`src/hw/uab_defines.vh`:
```
/*
 Register map, field positions, reset values and counts for the asynchronous serial port.
 Assumes inclusion by its bare name from the design files; definitions only.
*/
`ifndef UAB_DEFINES_VH
`define UAB_DEFINES_VH

// Register indices; the byte address on the bus is four times the index.
`define UAB_IDX_SERIAL_CONTROL      10'h098
`define UAB_IDX_SERIAL_DATA_BUFFER  10'h099
`define UAB_IDX_RATE_CONTROL        10'h09a
`define UAB_IDX_TIMER2_RELOAD       10'h09b
`define UAB_IDX_FRACTIONAL_RATIO    10'h09d
`define UAB_IDX_BAUD_TIMER_CONTROL  10'h09e

// Byte addresses on the register bus, one aligned word each.
`define UAB_OFF_SERIAL_CONTROL      {`UAB_IDX_SERIAL_CONTROL, 2'b00}
`define UAB_OFF_SERIAL_DATA_BUFFER  {`UAB_IDX_SERIAL_DATA_BUFFER, 2'b00}
`define UAB_OFF_RATE_CONTROL        {`UAB_IDX_RATE_CONTROL, 2'b00}
`define UAB_OFF_TIMER2_RELOAD       {`UAB_IDX_TIMER2_RELOAD, 2'b00}
`define UAB_OFF_FRACTIONAL_RATIO    {`UAB_IDX_FRACTIONAL_RATIO, 2'b00}
`define UAB_OFF_BAUD_TIMER_CONTROL  {`UAB_IDX_BAUD_TIMER_CONTROL, 2'b00}

// Serial control fields.
`define UAB_SC_MODE_HIGH   7
`define UAB_SC_MODE_LOW    6
`define UAB_SC_FILTER      5
`define UAB_SC_RX_ENABLE   4
`define UAB_SC_TX_NINTH    3
`define UAB_SC_RX_NINTH    2
`define UAB_SC_TX_DONE     1
`define UAB_SC_RX_DONE     0

// Rate control fields.
`define UAB_RC_DOUBLER     0
`define UAB_RC_TX_TIMER2   1
`define UAB_RC_RX_TIMER2   2

// Baud timer control and fractional ratio fields.
`define UAB_BT_ENABLE      7
`define UAB_BT_DIV_HI      2
`define UAB_BT_DIV_LO      0
`define UAB_FR_HI          5

// Reset values.
`define UAB_RST_BYTE       8'h00
`define UAB_RST_RELOAD     16'h0000
`define UAB_RST_FRAC       6'h00
`define UAB_RST_DIV        3'h0

// Oversampling, baud timer and framing counts.
`define UAB_OS_LAST        4'hf
`define UAB_OS_MID         4'h7
`define UAB_T2_TOP         16'hffff
`define UAB_FRAC_STEP      15'h0040
`define UAB_BITS_8BIT      4'h9
`define UAB_BITS_9BIT      4'ha
`define UAB_RX_DATA_8BIT   4'h8
`define UAB_RX_DATA_9BIT   4'h9

`endif

```
`src/hw/uab_uart.v`:
```
/*
 Asynchronous serial port with 8-bit and 9-bit frames, fixed or variable bit rate, a timer 2
 baud counter and a fractional baud timer, reached over an AHB-Lite slave port.
 Assumes one 20 MHz clock, inputs synchronous to it, and timer 1 overflow given as a pulse.
*/
// Decided for this implementation: the AHB-Lite slave port.
`timescale 1ns/1ps
`default_nettype none
`include "uab_defines.vh"

module uab_uart (
   input  wire        hclk,
   input  wire        hresetn,
   input  wire        hsel,
   input  wire [31:0] haddr,
   input  wire [1:0]  htrans,
   input  wire        hwrite,
   input  wire [2:0]  hsize,
   input  wire [31:0] hwdata,
   input  wire        hready,
   output wire        hreadyout,
   output wire        hresp,
   output reg  [31:0] hrdata,
   input  wire        timer1_overflow,
   input  wire        rxd,
   output reg         txd
);

   localparam RX_IDLE  = 2'b00;
   localparam RX_START = 2'b01;
   localparam RX_DATA  = 2'b10;

   function [3:0] uab_rx_bits;
      input nine;
      begin
         uab_rx_bits = nine ? `UAB_RX_DATA_9BIT : `UAB_RX_DATA_8BIT;
      end
   endfunction

   reg        mode_select_high_reg;
   reg        mode_select_low_reg;
   reg        multiproc_filter_enable_reg;
   reg        rx_enable_reg;
   reg        tx_ninth_bit_reg;
   reg        rx_ninth_bit_reg;
   reg        tx_done_flag_reg;
   reg        rx_done_flag_reg;
   reg        baud_doubler_reg;
   reg        tx_clock_from_timer2_reg;
   reg        rx_clock_from_timer2_reg;
   reg [15:0] timer2_reload_reg;
   reg [5:0]  fractional_ratio_reg;
   reg        baud_timer_select_reg;
   reg [2:0]  baud_div_reg;
   reg [7:0]  rx_buffer_reg;

   reg        wr_pend_reg;
   reg [11:0] waddr_reg;
   reg [31:0] rdata_next;

   reg [15:0] t2_count_reg;
   reg        t2_phase_reg;
   reg        t1_phase_reg;
   reg        fixed_phase_reg;
   reg [14:0] frac_acc_reg;

   reg [3:0]  tx_os_reg;
   reg [9:0]  tx_shift_reg;
   reg [3:0]  tx_count_reg;
   reg        tx_pend_reg;
   reg        tx_busy_reg;

   reg [1:0]  rx_state_reg;
   reg [3:0]  rx_os_reg;
   reg [3:0]  rx_count_reg;
   reg [8:0]  rx_shift_reg;
   reg        rxd_prev_reg;

   wire take     = hsel & hready & htrans[1];
   wire wr_ctrl  = wr_pend_reg & (waddr_reg == `UAB_OFF_SERIAL_CONTROL);
   wire wr_data  = wr_pend_reg & (waddr_reg == `UAB_OFF_SERIAL_DATA_BUFFER);
   wire wr_rate  = wr_pend_reg & (waddr_reg == `UAB_OFF_RATE_CONTROL);
   wire wr_rld   = wr_pend_reg & (waddr_reg == `UAB_OFF_TIMER2_RELOAD);
   wire wr_frac  = wr_pend_reg & (waddr_reg == `UAB_OFF_FRACTIONAL_RATIO);
   wire wr_bt    = wr_pend_reg & (waddr_reg == `UAB_OFF_BAUD_TIMER_CONTROL);

   wire nine     = mode_select_high_reg;
   wire var_rate = mode_select_low_reg;
   wire active   = mode_select_high_reg | mode_select_low_reg;
   // A write that selects the inactive mode drops the transmit frame in the cycle it lands.
   wire going_idle = ~active |
                     (wr_ctrl & ~hwdata[`UAB_SC_MODE_HIGH] & ~hwdata[`UAB_SC_MODE_LOW]);
   wire bt_on    = baud_timer_select_reg & var_rate;

   // Baud source ticks at sixteen times the bit rate.
   wire t2_run   = ~bt_on & (tx_clock_from_timer2_reg | rx_clock_from_timer2_reg);
   wire t2_ovf   = t2_run & t2_phase_reg & (t2_count_reg == `UAB_T2_TOP);
   // Without the doubler only every second timer 1 overflow counts.
   wire t1_tick  = timer1_overflow & (baud_doubler_reg | t1_phase_reg);
   wire fix_tick = baud_doubler_reg | fixed_phase_reg;
   // The accumulator gains 64 per clock and ticks each time it passes the scaled divider.
   wire [13:0] frac_div = {7'h00, 1'b1, fractional_ratio_reg} << baud_div_reg;
   wire [14:0] frac_sum = frac_acc_reg + `UAB_FRAC_STEP;
   wire bt_tick  = frac_sum >= {1'b0, frac_div};

   wire tx_os_tick = ~var_rate ? fix_tick :
                     bt_on ? bt_tick :
                     tx_clock_from_timer2_reg ? t2_ovf : t1_tick;
   wire rx_os_tick = ~var_rate ? fix_tick :
                     bt_on ? bt_tick :
                     rx_clock_from_timer2_reg ? t2_ovf : t1_tick;
   // The oversample count runs freely, so a send waits for the next bit boundary.
   wire tx_bit_tick = tx_os_tick & (tx_os_reg == `UAB_OS_LAST);
   // The stop sample decides whether the frame is kept or lost.

   wire rx_stop_now = (rx_state_reg == RX_DATA) & rx_os_tick &
                      (rx_os_reg == `UAB_OS_LAST) & (rx_count_reg == uab_rx_bits(nine));
   wire rx_keep     = ~rx_done_flag_reg & rxd &
                      ~(nine & multiproc_filter_enable_reg & ~rx_shift_reg[8]);
   wire rx_set      = rx_stop_now & rx_keep;
   wire tx_set      = tx_bit_tick & tx_busy_reg & (tx_count_reg == 4'h1);

   // Every access completes without wait states and always answers OKAY.
   assign hreadyout = 1'b1;
   assign hresp     = 1'b0;

   always @* begin
      rdata_next = 32'h0000_0000;
      case (haddr[11:0])
         `UAB_OFF_SERIAL_CONTROL:
            rdata_next[7:0] = {mode_select_high_reg, mode_select_low_reg,
                               multiproc_filter_enable_reg, rx_enable_reg, tx_ninth_bit_reg,
                               rx_ninth_bit_reg, tx_done_flag_reg, rx_done_flag_reg};
         `UAB_OFF_SERIAL_DATA_BUFFER:
            rdata_next[7:0] = rx_buffer_reg;
         `UAB_OFF_RATE_CONTROL:
            rdata_next[2:0] = {rx_clock_from_timer2_reg, tx_clock_from_timer2_reg,
                               baud_doubler_reg};
         `UAB_OFF_TIMER2_RELOAD:
            rdata_next[15:0] = timer2_reload_reg;
         `UAB_OFF_FRACTIONAL_RATIO:
            rdata_next[`UAB_FR_HI:0] = fractional_ratio_reg;
         `UAB_OFF_BAUD_TIMER_CONTROL: begin
            rdata_next[`UAB_BT_ENABLE] = baud_timer_select_reg;
            rdata_next[`UAB_BT_DIV_HI:`UAB_BT_DIV_LO] = baud_div_reg;
         end
         default:
            rdata_next = 32'h0000_0000;
      endcase
   end

   // Bus slave: write data is taken in the data phase, read data is registered.
   // Read data is captured in the address phase, so a read pipelined straight behind a
   // write to the same register returns the value from before that write.
   always @(posedge hclk or negedge hresetn) begin
      if (!hresetn) begin
         wr_pend_reg <= 1'b0;
         waddr_reg   <= 12'h000;
         hrdata      <= 32'h0000_0000;
      end else begin
         wr_pend_reg <= take & hwrite;
         if (take) begin
            waddr_reg <= haddr[11:0];
         end
         if (take & ~hwrite) begin
            hrdata <= rdata_next;
         end
      end
   end

   // Configuration registers and flags; a hardware set wins over a software write.
   always @(posedge hclk or negedge hresetn) begin
      if (!hresetn) begin
         mode_select_high_reg        <= 1'b0;
         mode_select_low_reg         <= 1'b0;
         multiproc_filter_enable_reg <= 1'b0;
         rx_enable_reg               <= 1'b0;
         tx_ninth_bit_reg            <= 1'b0;
         rx_ninth_bit_reg            <= 1'b0;
         tx_done_flag_reg            <= 1'b0;
         rx_done_flag_reg            <= 1'b0;
         baud_doubler_reg            <= 1'b0;
         tx_clock_from_timer2_reg    <= 1'b0;
         rx_clock_from_timer2_reg    <= 1'b0;
         timer2_reload_reg           <= `UAB_RST_RELOAD;
         fractional_ratio_reg        <= `UAB_RST_FRAC;
         baud_timer_select_reg       <= 1'b0;
         baud_div_reg                <= `UAB_RST_DIV;
         rx_buffer_reg               <= `UAB_RST_BYTE;
      end else begin
         if (wr_ctrl) begin
            mode_select_high_reg        <= hwdata[`UAB_SC_MODE_HIGH];
            mode_select_low_reg         <= hwdata[`UAB_SC_MODE_LOW];
            multiproc_filter_enable_reg <= hwdata[`UAB_SC_FILTER];
            rx_enable_reg               <= hwdata[`UAB_SC_RX_ENABLE];
            tx_ninth_bit_reg            <= hwdata[`UAB_SC_TX_NINTH];
         end
         if (tx_set) begin
            tx_done_flag_reg <= 1'b1;
         end else if (wr_ctrl) begin
            tx_done_flag_reg <= hwdata[`UAB_SC_TX_DONE];
         end
         if (rx_set) begin
            rx_done_flag_reg <= 1'b1;
            rx_ninth_bit_reg <= nine ? rx_shift_reg[8] : rxd;
            rx_buffer_reg    <= nine ? rx_shift_reg[7:0] : rx_shift_reg[8:1];
         end else if (wr_ctrl) begin
            rx_done_flag_reg <= hwdata[`UAB_SC_RX_DONE];
            rx_ninth_bit_reg <= hwdata[`UAB_SC_RX_NINTH];
         end
         if (wr_rate) begin
            baud_doubler_reg         <= hwdata[`UAB_RC_DOUBLER];
            tx_clock_from_timer2_reg <= hwdata[`UAB_RC_TX_TIMER2];
            rx_clock_from_timer2_reg <= hwdata[`UAB_RC_RX_TIMER2];
         end
         if (wr_rld) begin
            timer2_reload_reg <= hwdata[15:0];
         end
         if (wr_frac) begin
            fractional_ratio_reg <= hwdata[`UAB_FR_HI:0];
         end
         if (wr_bt) begin
            baud_timer_select_reg <= hwdata[`UAB_BT_ENABLE];
            baud_div_reg          <= hwdata[`UAB_BT_DIV_HI:`UAB_BT_DIV_LO];
         end
      end
   end

   // Baud sources: timer 2 baud counter, timer 1 halving, fixed rate and fractional timer.
   always @(posedge hclk or negedge hresetn) begin
      if (!hresetn) begin
         t2_count_reg    <= `UAB_RST_RELOAD;
         t2_phase_reg    <= 1'b0;
         t1_phase_reg    <= 1'b0;
         fixed_phase_reg <= 1'b0;
         frac_acc_reg    <= 15'h0000;
      end else begin
         fixed_phase_reg <= ~fixed_phase_reg;
         if (timer1_overflow) begin
            t1_phase_reg <= ~t1_phase_reg;
         end
         if (t2_run) begin
            t2_phase_reg <= ~t2_phase_reg;
            if (t2_phase_reg) begin
               if (t2_count_reg == `UAB_T2_TOP) begin
                  t2_count_reg <= timer2_reload_reg;
               end else begin
                  t2_count_reg <= t2_count_reg + 16'h0001;
               end
            end
         end else begin
            t2_phase_reg <= 1'b0;
            t2_count_reg <= timer2_reload_reg;
         end
         if (bt_on) begin
            frac_acc_reg <= bt_tick ? frac_sum - {1'b0, frac_div} : frac_sum;
         end else begin
            frac_acc_reg <= 15'h0000;
         end
      end
   end

   // Transmitter.
   always @(posedge hclk or negedge hresetn) begin
      if (!hresetn) begin
         tx_os_reg    <= 4'h0;
         tx_shift_reg <= 10'h3ff;
         tx_count_reg <= 4'h0;
         tx_pend_reg  <= 1'b0;
         tx_busy_reg  <= 1'b0;
         txd          <= 1'b1;
      end else begin
         if (tx_os_tick) begin
            tx_os_reg <= tx_os_reg + 4'h1;
         end
         if (wr_data & active) begin
            tx_shift_reg <= {1'b1, nine ? tx_ninth_bit_reg : 1'b1, hwdata[7:0]};
            tx_pend_reg  <= 1'b1;
            tx_busy_reg  <= 1'b0;
            txd          <= 1'b1;
         end else if (going_idle) begin
            tx_pend_reg <= 1'b0;
            tx_busy_reg <= 1'b0;
            txd         <= 1'b1;
         end else if (tx_bit_tick) begin
            if (tx_pend_reg) begin
               txd          <= 1'b0;
               tx_pend_reg  <= 1'b0;
               tx_busy_reg  <= 1'b1;
               tx_count_reg <= nine ? `UAB_BITS_9BIT : `UAB_BITS_8BIT;
            end else if (tx_busy_reg) begin
               if (tx_count_reg == 4'h0) begin
                  tx_busy_reg <= 1'b0;
                  txd         <= 1'b1;
               end else begin
                  txd          <= tx_shift_reg[0];
                  tx_shift_reg <= {1'b1, tx_shift_reg[9:1]};
                  tx_count_reg <= tx_count_reg - 4'h1;
               end
            end
         end
      end
   end

   // Receiver, sampling sixteen times per bit.
   always @(posedge hclk or negedge hresetn) begin
      if (!hresetn) begin
         rx_state_reg <= RX_IDLE;
         rx_os_reg    <= 4'h0;
         rx_count_reg <= 4'h0;
         rx_shift_reg <= 9'h000;
         rxd_prev_reg <= 1'b1;
      end else if (rx_os_tick) begin
         rxd_prev_reg <= rxd;
         case (rx_state_reg)
            RX_IDLE: begin
               rx_os_reg    <= 4'h0;
               rx_count_reg <= 4'h0;
               if (active & rx_enable_reg & rxd_prev_reg & ~rxd) begin
                  rx_state_reg <= RX_START;
               end
            end
            RX_START: begin
               rx_os_reg <= rx_os_reg + 4'h1;
               if (rx_os_reg == `UAB_OS_MID - 4'h1) begin
                  rx_os_reg    <= 4'h0;
                  rx_state_reg <= rxd ? RX_IDLE : RX_DATA;
               end
            end
            RX_DATA: begin
               rx_os_reg <= rx_os_reg + 4'h1;
               if (rx_os_reg == `UAB_OS_LAST) begin
                  if (rx_count_reg == uab_rx_bits(nine)) begin
                     rx_state_reg <= RX_IDLE;
                  end else begin
                     rx_shift_reg <= {rxd, rx_shift_reg[8:1]};
                     rx_count_reg <= rx_count_reg + 4'h1;
                  end
               end
            end
            default: begin
               rx_state_reg <= RX_IDLE;
            end
         endcase
      end
   end

endmodule // uab_uart
`default_nettype wire

```
`config.mk`:
```
export PLATFORM = sky130hd
export DESIGN_NAME = uab_uart
export DESIGN_NICKNAME = d
export VERILOG_FILES = /design/src/hw/uab_uart.v
export VERILOG_INCLUDE_DIRS = /design/src /design/src/hw
export SDC_FILE = /design/constraint.sdc
export NUM_CORES = 1
export LEC_CHECK = 0
export BUFFER_PORTS_ARGS = -buffer_cell sky130_fd_sc_hd__buf_2
export CORE_ASPECT_RATIO = 1.2
export CORE_UTILIZATION = 51
export CTS_CLUSTER_SIZE = 25
export DETAILED_ROUTE_END_ITERATION = 10
export GPL_TIMING_DRIVEN = 0
export PLACE_DENSITY = 0.79
export SLEW_MARGIN = 0
export SYNTH_ARGS = -nofsm -noshare
export SYNTH_HDL_FRONTEND = slang
export SYNTH_SLANG_ARGS = --single-unit
```
`constraint.sdc`:
```
create_clock -name hclk -period 4.1 [get_ports hclk]
set_input_delay 0.615 -clock hclk [delete_from_list [all_inputs] [get_ports hclk]]
set_output_delay 0.615 -clock hclk [all_outputs]
set_load 0.005 [all_outputs]
```
Word level (Yosys, flattened, before mapping)
Index checks and enable logic that the tools add are counted.

storage, ports and cells
  register bits = 149
  bits in latches = 0
  memory bits (writable) = 0
  ROM bits = 0
  bits of input ports = 76
  output and inout port bits = 35
  word-level logic and storage cells = 207
  memories kept = 0

cells by class
  add/sub/neg operators = 7
  $mul = 0
  divide/modulo/power cells = 0
  $lt $le $gt $ge = 1
  equality and inequality tests = 30
  shift operators = 1
  muxes and demuxes = 63
  bitwise operators = 52
  reductions and logical operators = 18

operators with widths
  operator                 count
  $eq A12 B10 Y1 const B   12
  $mux W10                 6
  $mux W16                 3
  $and A1 B1 Y1            32
  $mux W1                  31
  $mux W15                 2
  $mux W4                  6
  $pmux W3 S6              1
  $add A16 B1 Y16 const B  1
  $eq A16 B16 Y1 const B   1
  $mux W8                  2
  $add A15 B7 Y15 const B  1
  $ge A15 B14 Y1           1
  $not A1 Y1               15
  $reduce_and A5 Y1        3
  $sub A15 B14 Y15         1
  $shl A7 B3 Y14           1
  $add A4 B1 Y4 const B    3
  $mux W2                  6
  $ne A2 B2 Y1 const B     6
  $pmux W3 S4              1
  $pmux W4 S3              1
  $reduce_bool A2 Y1       6
  $eq A4 B4 Y1 const B     2
  other kinds (18)         28

Logic depth before layout (Yosys ltp)
Gate-level depths: netlist of the first run.

  word-level depth = 13
  mapped depth = 16
  depth with buffers taken out = 12

Worst setup path after synthesis of the first run
Ideal clock, no wire load.

  path kind = reg-to-reg
  start point = register baud_div_reg[0]
  end point = register rx_buffer_reg[0]
  library setup time = 125 ps
  arrival time = 3259 ps
  required time = 3975 ps
  setup slack = 716 ps
  cell stages (with the launch flop) = 15
  path buffers = 3
  clock period less this slack = 3384 ps
  cells stage by stage = dfrtp_1 clkbuf_1 clkbuf_1 nor3b_1 a21oi_1 mux2i_1 ha_1 a21o_1 nor3_1 a211o_1 nand3b_2 o211ai_4 or4_1 buf_6 mux2_4

on the way
  word-level cells in the longest chain between the ends = 8

ends and longest elaborated chain
  item                         RTL line        text
  from (decl)                  uab_uart.v:54   reg [2:0] baud_div_reg;
  from (signal assigned)       uab_uart.v:188  baud_div_reg <= `UAB_RST_DIV;
  from (signal assigned)       uab_uart.v:224  baud_div_reg <= hwdata[`UAB_BT_DIV_HI:`UAB_BT_DIV_LO];
  $shl A7 B3 Y14               uab_uart.v:102  wire [13:0] frac_div = {7'h00, 1'b1, fractional_ratio_reg} << baud_div_reg;
  $ge A15 B14 Y1               uab_uart.v:104  wire bt_tick = frac_sum >= {1'b0, frac_div};
  $mux W1                      uab_uart.v:110  bt_on ? bt_tick :
  $mux W1                      uab_uart.v:109  wire rx_os_tick = ~var_rate ? fix_tick :
  $and A1 B1 Y1 (3 in series)  uab_uart.v:116  wire rx_stop_now = (rx_state_reg == RX_DATA) & rx_os_tick &
  $and A1 B1 Y1                uab_uart.v:120  wire rx_set = rx_stop_now & rx_keep;
  to (signal assigned)         uab_uart.v:189  rx_buffer_reg <= `UAB_RST_BYTE;
  to (signal assigned)         uab_uart.v:206  rx_buffer_reg <= nine ? rx_shift_reg[7:0] : rx_shift_reg[8:1];
  to (decl)                    uab_uart.v:55   reg [7:0] rx_buffer_reg;

Every way passes these cells.
A chain may end at the register's enable or synchronous reset.

Worst setup path after layout of the first run
  start point = register baud_div_reg[0]
  end point = register frac_acc_reg[11]

on the way
  word-level cells in the longest chain between the ends = 4
  elaborated cells on any way between the ends = 5
  classes of those cells = 1 x add/sub; 1 x order compare; 1 x shift; 2 x mux

ends and longest elaborated chain
  item                                                       RTL line                        text
  $shl A7 B3 Y14 (*)                                         uab_uart.v:102
  $sub A15 B14 Y15 / $ge A15 B14 Y1 (equally long branches)  uab_uart.v:256, uab_uart.v:104
  $mux W15 (*)                                               uab_uart.v:256                  frac_acc_reg <= bt_tick ? frac_sum - {1'b0, frac_div} : frac_sum;
  $mux W15 (*)                                               uab_uart.v:255                  if (bt_on) begin
  to (signal assigned)                                       uab_uart.v:256
  to (decl)                                                  uab_uart.v:65                   reg [14:0] frac_acc_reg;

Every way passes the cells marked *; elsewhere a longest branch is shown, timed or not.

==> impl_metrics.env, run 1 <==
export IMPL_status="complete, no violations"
export IMPL_grt_pass1_wl_um=32100
export IMPL_ff2ff_path_depth=15
export IMPL_die_w_um=118
export IMPL_synth_ff_type="dfrtp_1"
export IMPL_end_kind="register"
export IMPL_cts_sinks=148
export IMPL_post_drt_wl_per_cell_um=16.8
export IMPL_fin_crit_ps=3850
export IMPL_clk_pin_slew_ps=60
export IMPL_finalNonFillerCells=1152
export IMPL_area_delta_synth_final_pct=15.2
export IMPL_final_nets=1035
export IMPL_diodes=0
export IMPL_yosys_register_bits=148
export IMPL_final_cell_mix="dfrtp_1, nand2_1, mux2_2, nor2_1, nand3_1"
export IMPL_syn_area_mm2=0.00829
export IMPL_final_common_cell="dfrtp_1"
export IMPL_period_share_pct=93.9
export IMPL_crit_chain="clkbuf_1, clkbuf_2, nor3b_1, a21oi_1, mux2i_1, ha_1, a21o_1, nor3_1, a211o_1, a21boi_0, or2_2, clkbuf_1, clkbuf_2, nand2_1, a21oi_1"
export IMPL_yosysTopAreaCellShare_pct=41.3
export IMPL_num_vias=6646
export IMPL_ys_async_sr_fraction_pct=100
export IMPL_yosysUniqueCellTypes=71
export IMPL_fin_skew_ps=9.98
export IMPL_postRouteAntennaNets=0
export IMPL_clock_latency_ps=430
export IMPL_use_met2_pct=42.4
export IMPL_antenna_found_initial=0
export IMPL_yosys_warnings=0
export IMPL_drt_first_pass_iters=5
export IMPL_hp_class="input pin to asynchronous set/reset pin"
export IMPL_cp_data_arrival_time_ps=4200
export IMPL_hpwl_um=14000
export IMPL_busiest_layer="met2"
export IMPL_overflow=0
export IMPL_synth_edff_count=0
export IMPL_required_ps=4450
export IMPL_maxCapViolations=0
export IMPL_core_area_mm2=0.0158
export IMPL_drive_gt1_share_pct=22.0
export IMPL_p_per_area_mw_per_mm2=402
export IMPL_initial_core_util_pct=52.6
export IMPL_root_buffer="clkbuf_16"
export IMPL_slew_limit_headroom_pct=28.4
export IMPL_worstSetupPathType="register to register"
export IMPL_reg2reg_slack_ps=250
export IMPL_avgSynthCellArea_um2=9.84
export IMPL_first_global_vias=6415
export IMPL_reg2reg_from="baud_div_reg[0]$_DFFE_PN0P_"
export IMPL_gr_usage_all_layers_pct=24.3
export IMPL_finalSetupViolCount=0
export IMPL_tns_ps=0
export IMPL_gp_congestion=0.885
export IMPL_cpPeakStageDelay_ps=400
export IMPL_synthesis_instances=843
export IMPL_fmax_ghz=0.260
export IMPL_rr_endpoint="frac_acc_reg[11]$_DFF_PN0_"
export IMPL_dp_slack_ps=35.5
export IMPL_critPathMaxFanout=10
export IMPL_die_area_mm2=0.0168
export IMPL_port_buffers=52
export IMPL_ios=111
export IMPL_hold_buffers=0
export IMPL_drt_wl_total_um=19400
export IMPL_die_y_um=142
export IMPL_ir_drop_v=0.000298
export IMPL_rsz0062_at_grt="no"
export IMPL_slowest_stage="ha_1"
export IMPL_cp_start_kind="register"
export IMPL_ys_seq_area_share_pct=44.8
export IMPL_drc=0
export IMPL_tightest_slew_ps=1060
export IMPL_netlist_top_cells_area="dfrtp_1, mux2_2, ha_1, nand2_1, dfstp_2"
export IMPL_grt_use_met3_pct=5.06
export IMPL_setup_slack_ps=249
export IMPL_drtIter0Drc=445
export IMPL_cts_buffer_depth=2
export IMPL_power_leakage_uw=0.00440
export IMPL_final_hold_violation_count=0
export IMPL_dpl_cell_count=1120
export IMPL_cts_tree="done"
export IMPL_yosysTopAreaCell="dfrtp_1"
export IMPL_htreeDepth=4
export IMPL_grt_max_degree=83
export IMPL_fp_row_count=50
export IMPL_cts_buffers_inserted=17
export IMPL_drv_slew=0
export IMPL_use_met1_pct=28.9
export IMPL_via_per_inst=5.77
## per-stage QoR
stage | hold WS [ps] | power [uW] | area [um^2] | utilization [%]
2_1_floorplan | 319 | 2010 | 8350 | -
3_3_place_gp | 408 | 2140 | 8870 | 56.3
3_5_place_dp | 416 | 2170 | 8910 | 56.5
4_1_cts | 194 | 3860 | 9550 | 60.6
5_1_grt | 222 | 3990 | 9550 | 60.6
6_report | 175 | 3840 | 9550 | 60.6
## Yosys cell counts (4+ instances only)
master	instances
mux2i_1	14
o31ai_1	7
or3_1	7
nand2b_1	14
o21ai_0	43
or2_2	4
nor3_1	17
inv_1	23
dfrtp_1	137
nand2_1	87
o22ai_1	6
ha_1	27
dfstp_2	11
a222oi_1	4
or4_1	4
a221oi_1	4
nand3_1	56
a22o_1	7
xnor2_1	16
a21o_1	4
a31oi_1	9
nand4_1	14
nor2_1	58
o21a_1	4
mux2_4	8
clkbuf_1	31
and3_1	5
a21oi_1	48
buf_4	18
mux2_2	69
nor3b_1	4
nand3b_1	4
nor2b_1	18
## critical path, delay by kind of cell, from the launching register on
family | cells | cell delay [ps]
compound gates | 5 | 1240
buf+inv | 4 | 1230
fa+ha+maj | 1 | 400
simple gates | 4 | 420
mux | 1 | 140
flops | 1 | 320
## worst max path at each step
stage | startpoint | endpoint | slack, ps | depth (start not counted)
floorplan | baud_div_reg[0]$_DFFE_PN0P_ | rx_buffer_reg[0]$_DFFE_PN0P_ | 720 | 14
global placement | baud_div_reg[0]$_DFFE_PN0P_ | frac_acc_reg[2]$_DFFE_PN0P_ | 120 | 15
detailed placement | baud_div_reg[0]$_DFFE_PN0P_ | frac_acc_reg[4]$_DFFE_PN0P_ | 40 | 15
CTS | baud_div_reg[0]$_DFFE_PN0P_ | frac_acc_reg[2]$_DFFE_PN0P_ | 3 | 15
global route | baud_div_reg[0]$_DFFE_PN0P_ | frac_acc_reg[5]$_DFFE_PN0P_ | 40 | 15
finish | baud_div_reg[0]$_DFFE_PN0P_ | frac_acc_reg[11]$_DFF_PN0_ | 250 | 15
## what timing repair did
action	CTS	global route
endpoints found under the setup margin	0	26
gates resized for setup	0	4
setup buffers	0	0
## cell families (layout without fill, tap and decap cells)
family	after synthesis	in the layout	share of synthesized area (%)
AOI/OAI and AO/OA	171	171	13.3
and+or+nand+nor	310	310	18.7
adders and majority gates	28	28	4.31
muxes	91	91	12.5
buffers and inverters	74	159	4.25
other	2	18	0.0906
xor gates and xnor gates	19	19	2.01
DFF	148	148	44.8
## final cells by class
| type | instances | area, um^2 |
|---|---|---|
| sequential | 148 | 3720 |
| timing repair buffer | 53 | 294 |
| inverter | 23 | 86.3 |
| buffer | 51 | 269 |
| fill | 1353 | 6210 |
| clock inverter | 11 | 174 |
| clock buffer | 21 | 470 |
| tap | 208 | 260 |
| multi-input combinational | 637 | 4280 |
## power by group
part           total, uW  switching [uW]  internal, uW
registers           1730             133          1590
clock network       1690             623          1070
logic                425             226           198
total               3840             982          2860
## routing by layer
layer  share of wire (%)  up-vias
li1                    -     3190
met1                  43     3239
met2                  50      170
met3                 4.2       47
met4                 3.0        0
met5                   0        -
(Power assumes the default switching activity.)
==> run 2: changes to the inputs <==
--- a/config.mk
+++ b/config.mk
@@ -7,6 +7,7 @@
 export NUM_CORES = 1
 export LEC_CHECK = 0
 export BUFFER_PORTS_ARGS = -buffer_cell sky130_fd_sc_hd__buf_2
+export CAP_MARGIN = 20
 export CORE_ASPECT_RATIO = 1.2
 export CORE_UTILIZATION = 51
 export CTS_CLUSTER_SIZE = 25
==> constraint.sdc (replaced) <==
create_clock -name hclk -period 3.7 [get_ports hclk]
set_input_delay 0.555 -clock hclk [delete_from_list [all_inputs] [get_ports hclk]]
set_output_delay 0.555 -clock hclk [all_outputs]
set_load 0.005 [all_outputs]
==> run 2 against run 1 <==
  * Final cell count is 0.17% lower
  * Via count shrank 0.24%
  * Clock-buffer cell count unchanged
  * Total power increased by 11%
  * Global-route usage barely moved
  * Critical path depth decreased by 3
  * Flip-flop and latch count unchanged
  * Sequential share of layout area decreased by 0.11 points
  * Critical path type unchanged
  * Wire length about the same
  * Clock power is 11% higher
==> impl_metrics.env, run 2 (same netlist as run 1, synthesis figures left out) <==
export IMPL_status="complete, no violations"
export IMPL_hpwl_um=14000
export IMPL_diodes=0
export IMPL_core_area_mm2=0.0158
export IMPL_cts_buffer_depth=2
export IMPL_final_hold_violation_count=0
export IMPL_critPathMaxFanout=10
export IMPL_grt_pass1_wl_um=32000
export IMPL_end_kind="register"
export IMPL_cts_buffers_inserted=17
export IMPL_root_buffer="clkbuf_16"
export IMPL_die_w_um=118
export IMPL_finalSetupViolCount=0
export IMPL_overflow=0
export IMPL_power_uw=4250
export IMPL_drc=0
export IMPL_num_vias=6630
export IMPL_fp_row_count=50
export IMPL_dp_slack_ps=-365
export IMPL_drt_first_pass_iters=5
export IMPL_htreeDepth=4
export IMPL_period_share_pct=95.7
export IMPL_ios=111
export IMPL_tightest_slew_ps=1020
export IMPL_die_y_um=142
export IMPL_fin_skew_ps=9.68
export IMPL_post_drt_wl_per_cell_um=16.8
export IMPL_cts_sinks=148
export IMPL_gp_congestion=0.885
export IMPL_multiInputGateArea_mm2=0.00431
export IMPL_holdWs_ps=107
export IMPL_power_leakage_uw=0.00442
export IMPL_slowest_stage="or4_1"
export IMPL_final_cell_mix="dfrtp_1, nand2_1, mux2_2, nor2_1, nand3_1"
export IMPL_final_nets=1033
export IMPL_stdcell_area_mm2=0.00959
export IMPL_via_per_inst=5.77
export IMPL_crit_top_cell="mux2_2"
export IMPL_crit_chain="mux2_2, mux2_2, mux2i_4, ha_2, a21o_1, nor3_1, a211o_1, nand3b_4, o211ai_4, or4_1, buf_6, mux2_4"
export IMPL_finish_utilization_pct=60.8
export IMPL_cts_tree="done"
export IMPL_clock_latency_ps=430
export IMPL_rsz0062_at_grt="no"
export IMPL_antenna_found_initial=0
export IMPL_fin_crit_ps=3540
export IMPL_hold_buffers=0
export IMPL_slew_limit_headroom_pct=31.5
export IMPL_drt_wl_total_um=19400
export IMPL_worstPathBufferInverterCount=1
export IMPL_port_buffers=52
export IMPL_drtIter0Drc=413
export IMPL_p_per_area_mw_per_mm2=444
export IMPL_first_global_vias=6405
export IMPL_setup_slack_ps=158
export IMPL_grt_max_degree=83
export IMPL_nFillCells=1350
export IMPL_hp_class="input pin to asynchronous set/reset pin"
export IMPL_gr_usage_all_layers_pct=24.3
export IMPL_critical_path_top_delay_family="multiplexers"
export IMPL_area_delta_synth_final_pct=15.6
export IMPL_drive_gt1_share_pct=22.9
export IMPL_fmax_ghz=0.282
export IMPL_die_area_mm2=0.0168
export IMPL_placed_area_mm2=0.00891
export IMPL_postRouteAntennaNets=0
export IMPL_seq_area_mm2=0.00372
export IMPL_cp_start_kind="register"
export IMPL_cp_data_arrival_time_ps=3840
export IMPL_maxCapViolations=0
export IMPL_ir_drop_v=0.000330
export IMPL_required_ps=4000
export IMPL_final_common_cell="dfrtp_1"
export IMPL_drv_slew=0
export IMPL_initial_core_util_pct=52.6
export IMPL_clk_pin_slew_ps=60
export IMPL_cpPeakStageDelay_ps=560
export IMPL_worstSetupPathType="register to register"
-- run 2: where the power goes --
part / switching (uW) / leakage, uW / internal, uW
sequential: 147 / 0.00190 / 1770
combinational: 251 / 0.00222 / 220
clock: 685 / 0.000306 / 1190
total: 1080 / 0.00442 / 3170
-- run 2: timing repair --
| item | CTS | global route |
|---|---|---|
| setup buffers | 0 | 2 |
| setup endpoints to repair | 34 | 42 |
| resized for setup | 2 | 12 |
| hold endpoints to repair | 0 | 0 |
| pin swaps | 0 | 3 |
-- run 2: layout make-up --
| class | instances | share of cell area (%) |
|---|---|---|
| Inverter | 23 | 0.900 |
| Sequential cell | 148 | 38.8 |
| Clock inverter | 11 | 1.81 |
| Tap cell | 208 | 2.71 |
| Timing Repair Buffer | 56 | 3.28 |
| Clock buffer | 21 | 4.91 |
| Buffer | 46 | 2.68 |
| Multi-Input combinational cell | 637 | 44.9 |
-- run 2: routing by layer --
layer,GRT usage [%],vias to the layer above,share of wire [%]
li1,-,3193,-
met4,11.1,0,3.1
met1,28.9,3209,43
met2,42.4,175,50
met5,0,-,0
met3,5.06,53,4.3
-- run 2: path summary, 6_finish.rpt --
kind	startpoint	to	slack (ps)	cells past startpoint
max	baud_div_reg[1]$_DFFE_PN0P_	rx_buffer_reg[1]$_DFFE_PN0P_	160	12
min	hresetn	frac_acc_reg[5]$_DFFE_PN0P_	110	1
max reg2reg	baud_div_reg[1]$_DFFE_PN0P_	rx_buffer_reg[1]$_DFFE_PN0P_	160	12
min reg2reg	fixed_phase_reg$_DFF_PN0_	fixed_phase_reg$_DFF_PN0_	430	1
max in group asynchronous	hresetn	tx_shift_reg[5]$_DFFE_PN1P_	2760	2
min in group hclk	timer1_overflow	t1_phase_reg$_DFFE_PN0P_	350	2
-- run 2: per-stage QoR --
stage / cells / TNS, ps
2_1_floorplan: 859 / 0
3_3_place_gp: 1119 / -6540
3_5_place_dp: 1120 / -6290
4_1_cts: 1149 / 0
5_1_grt: 1150 / 0
6_report: 1150 / 0
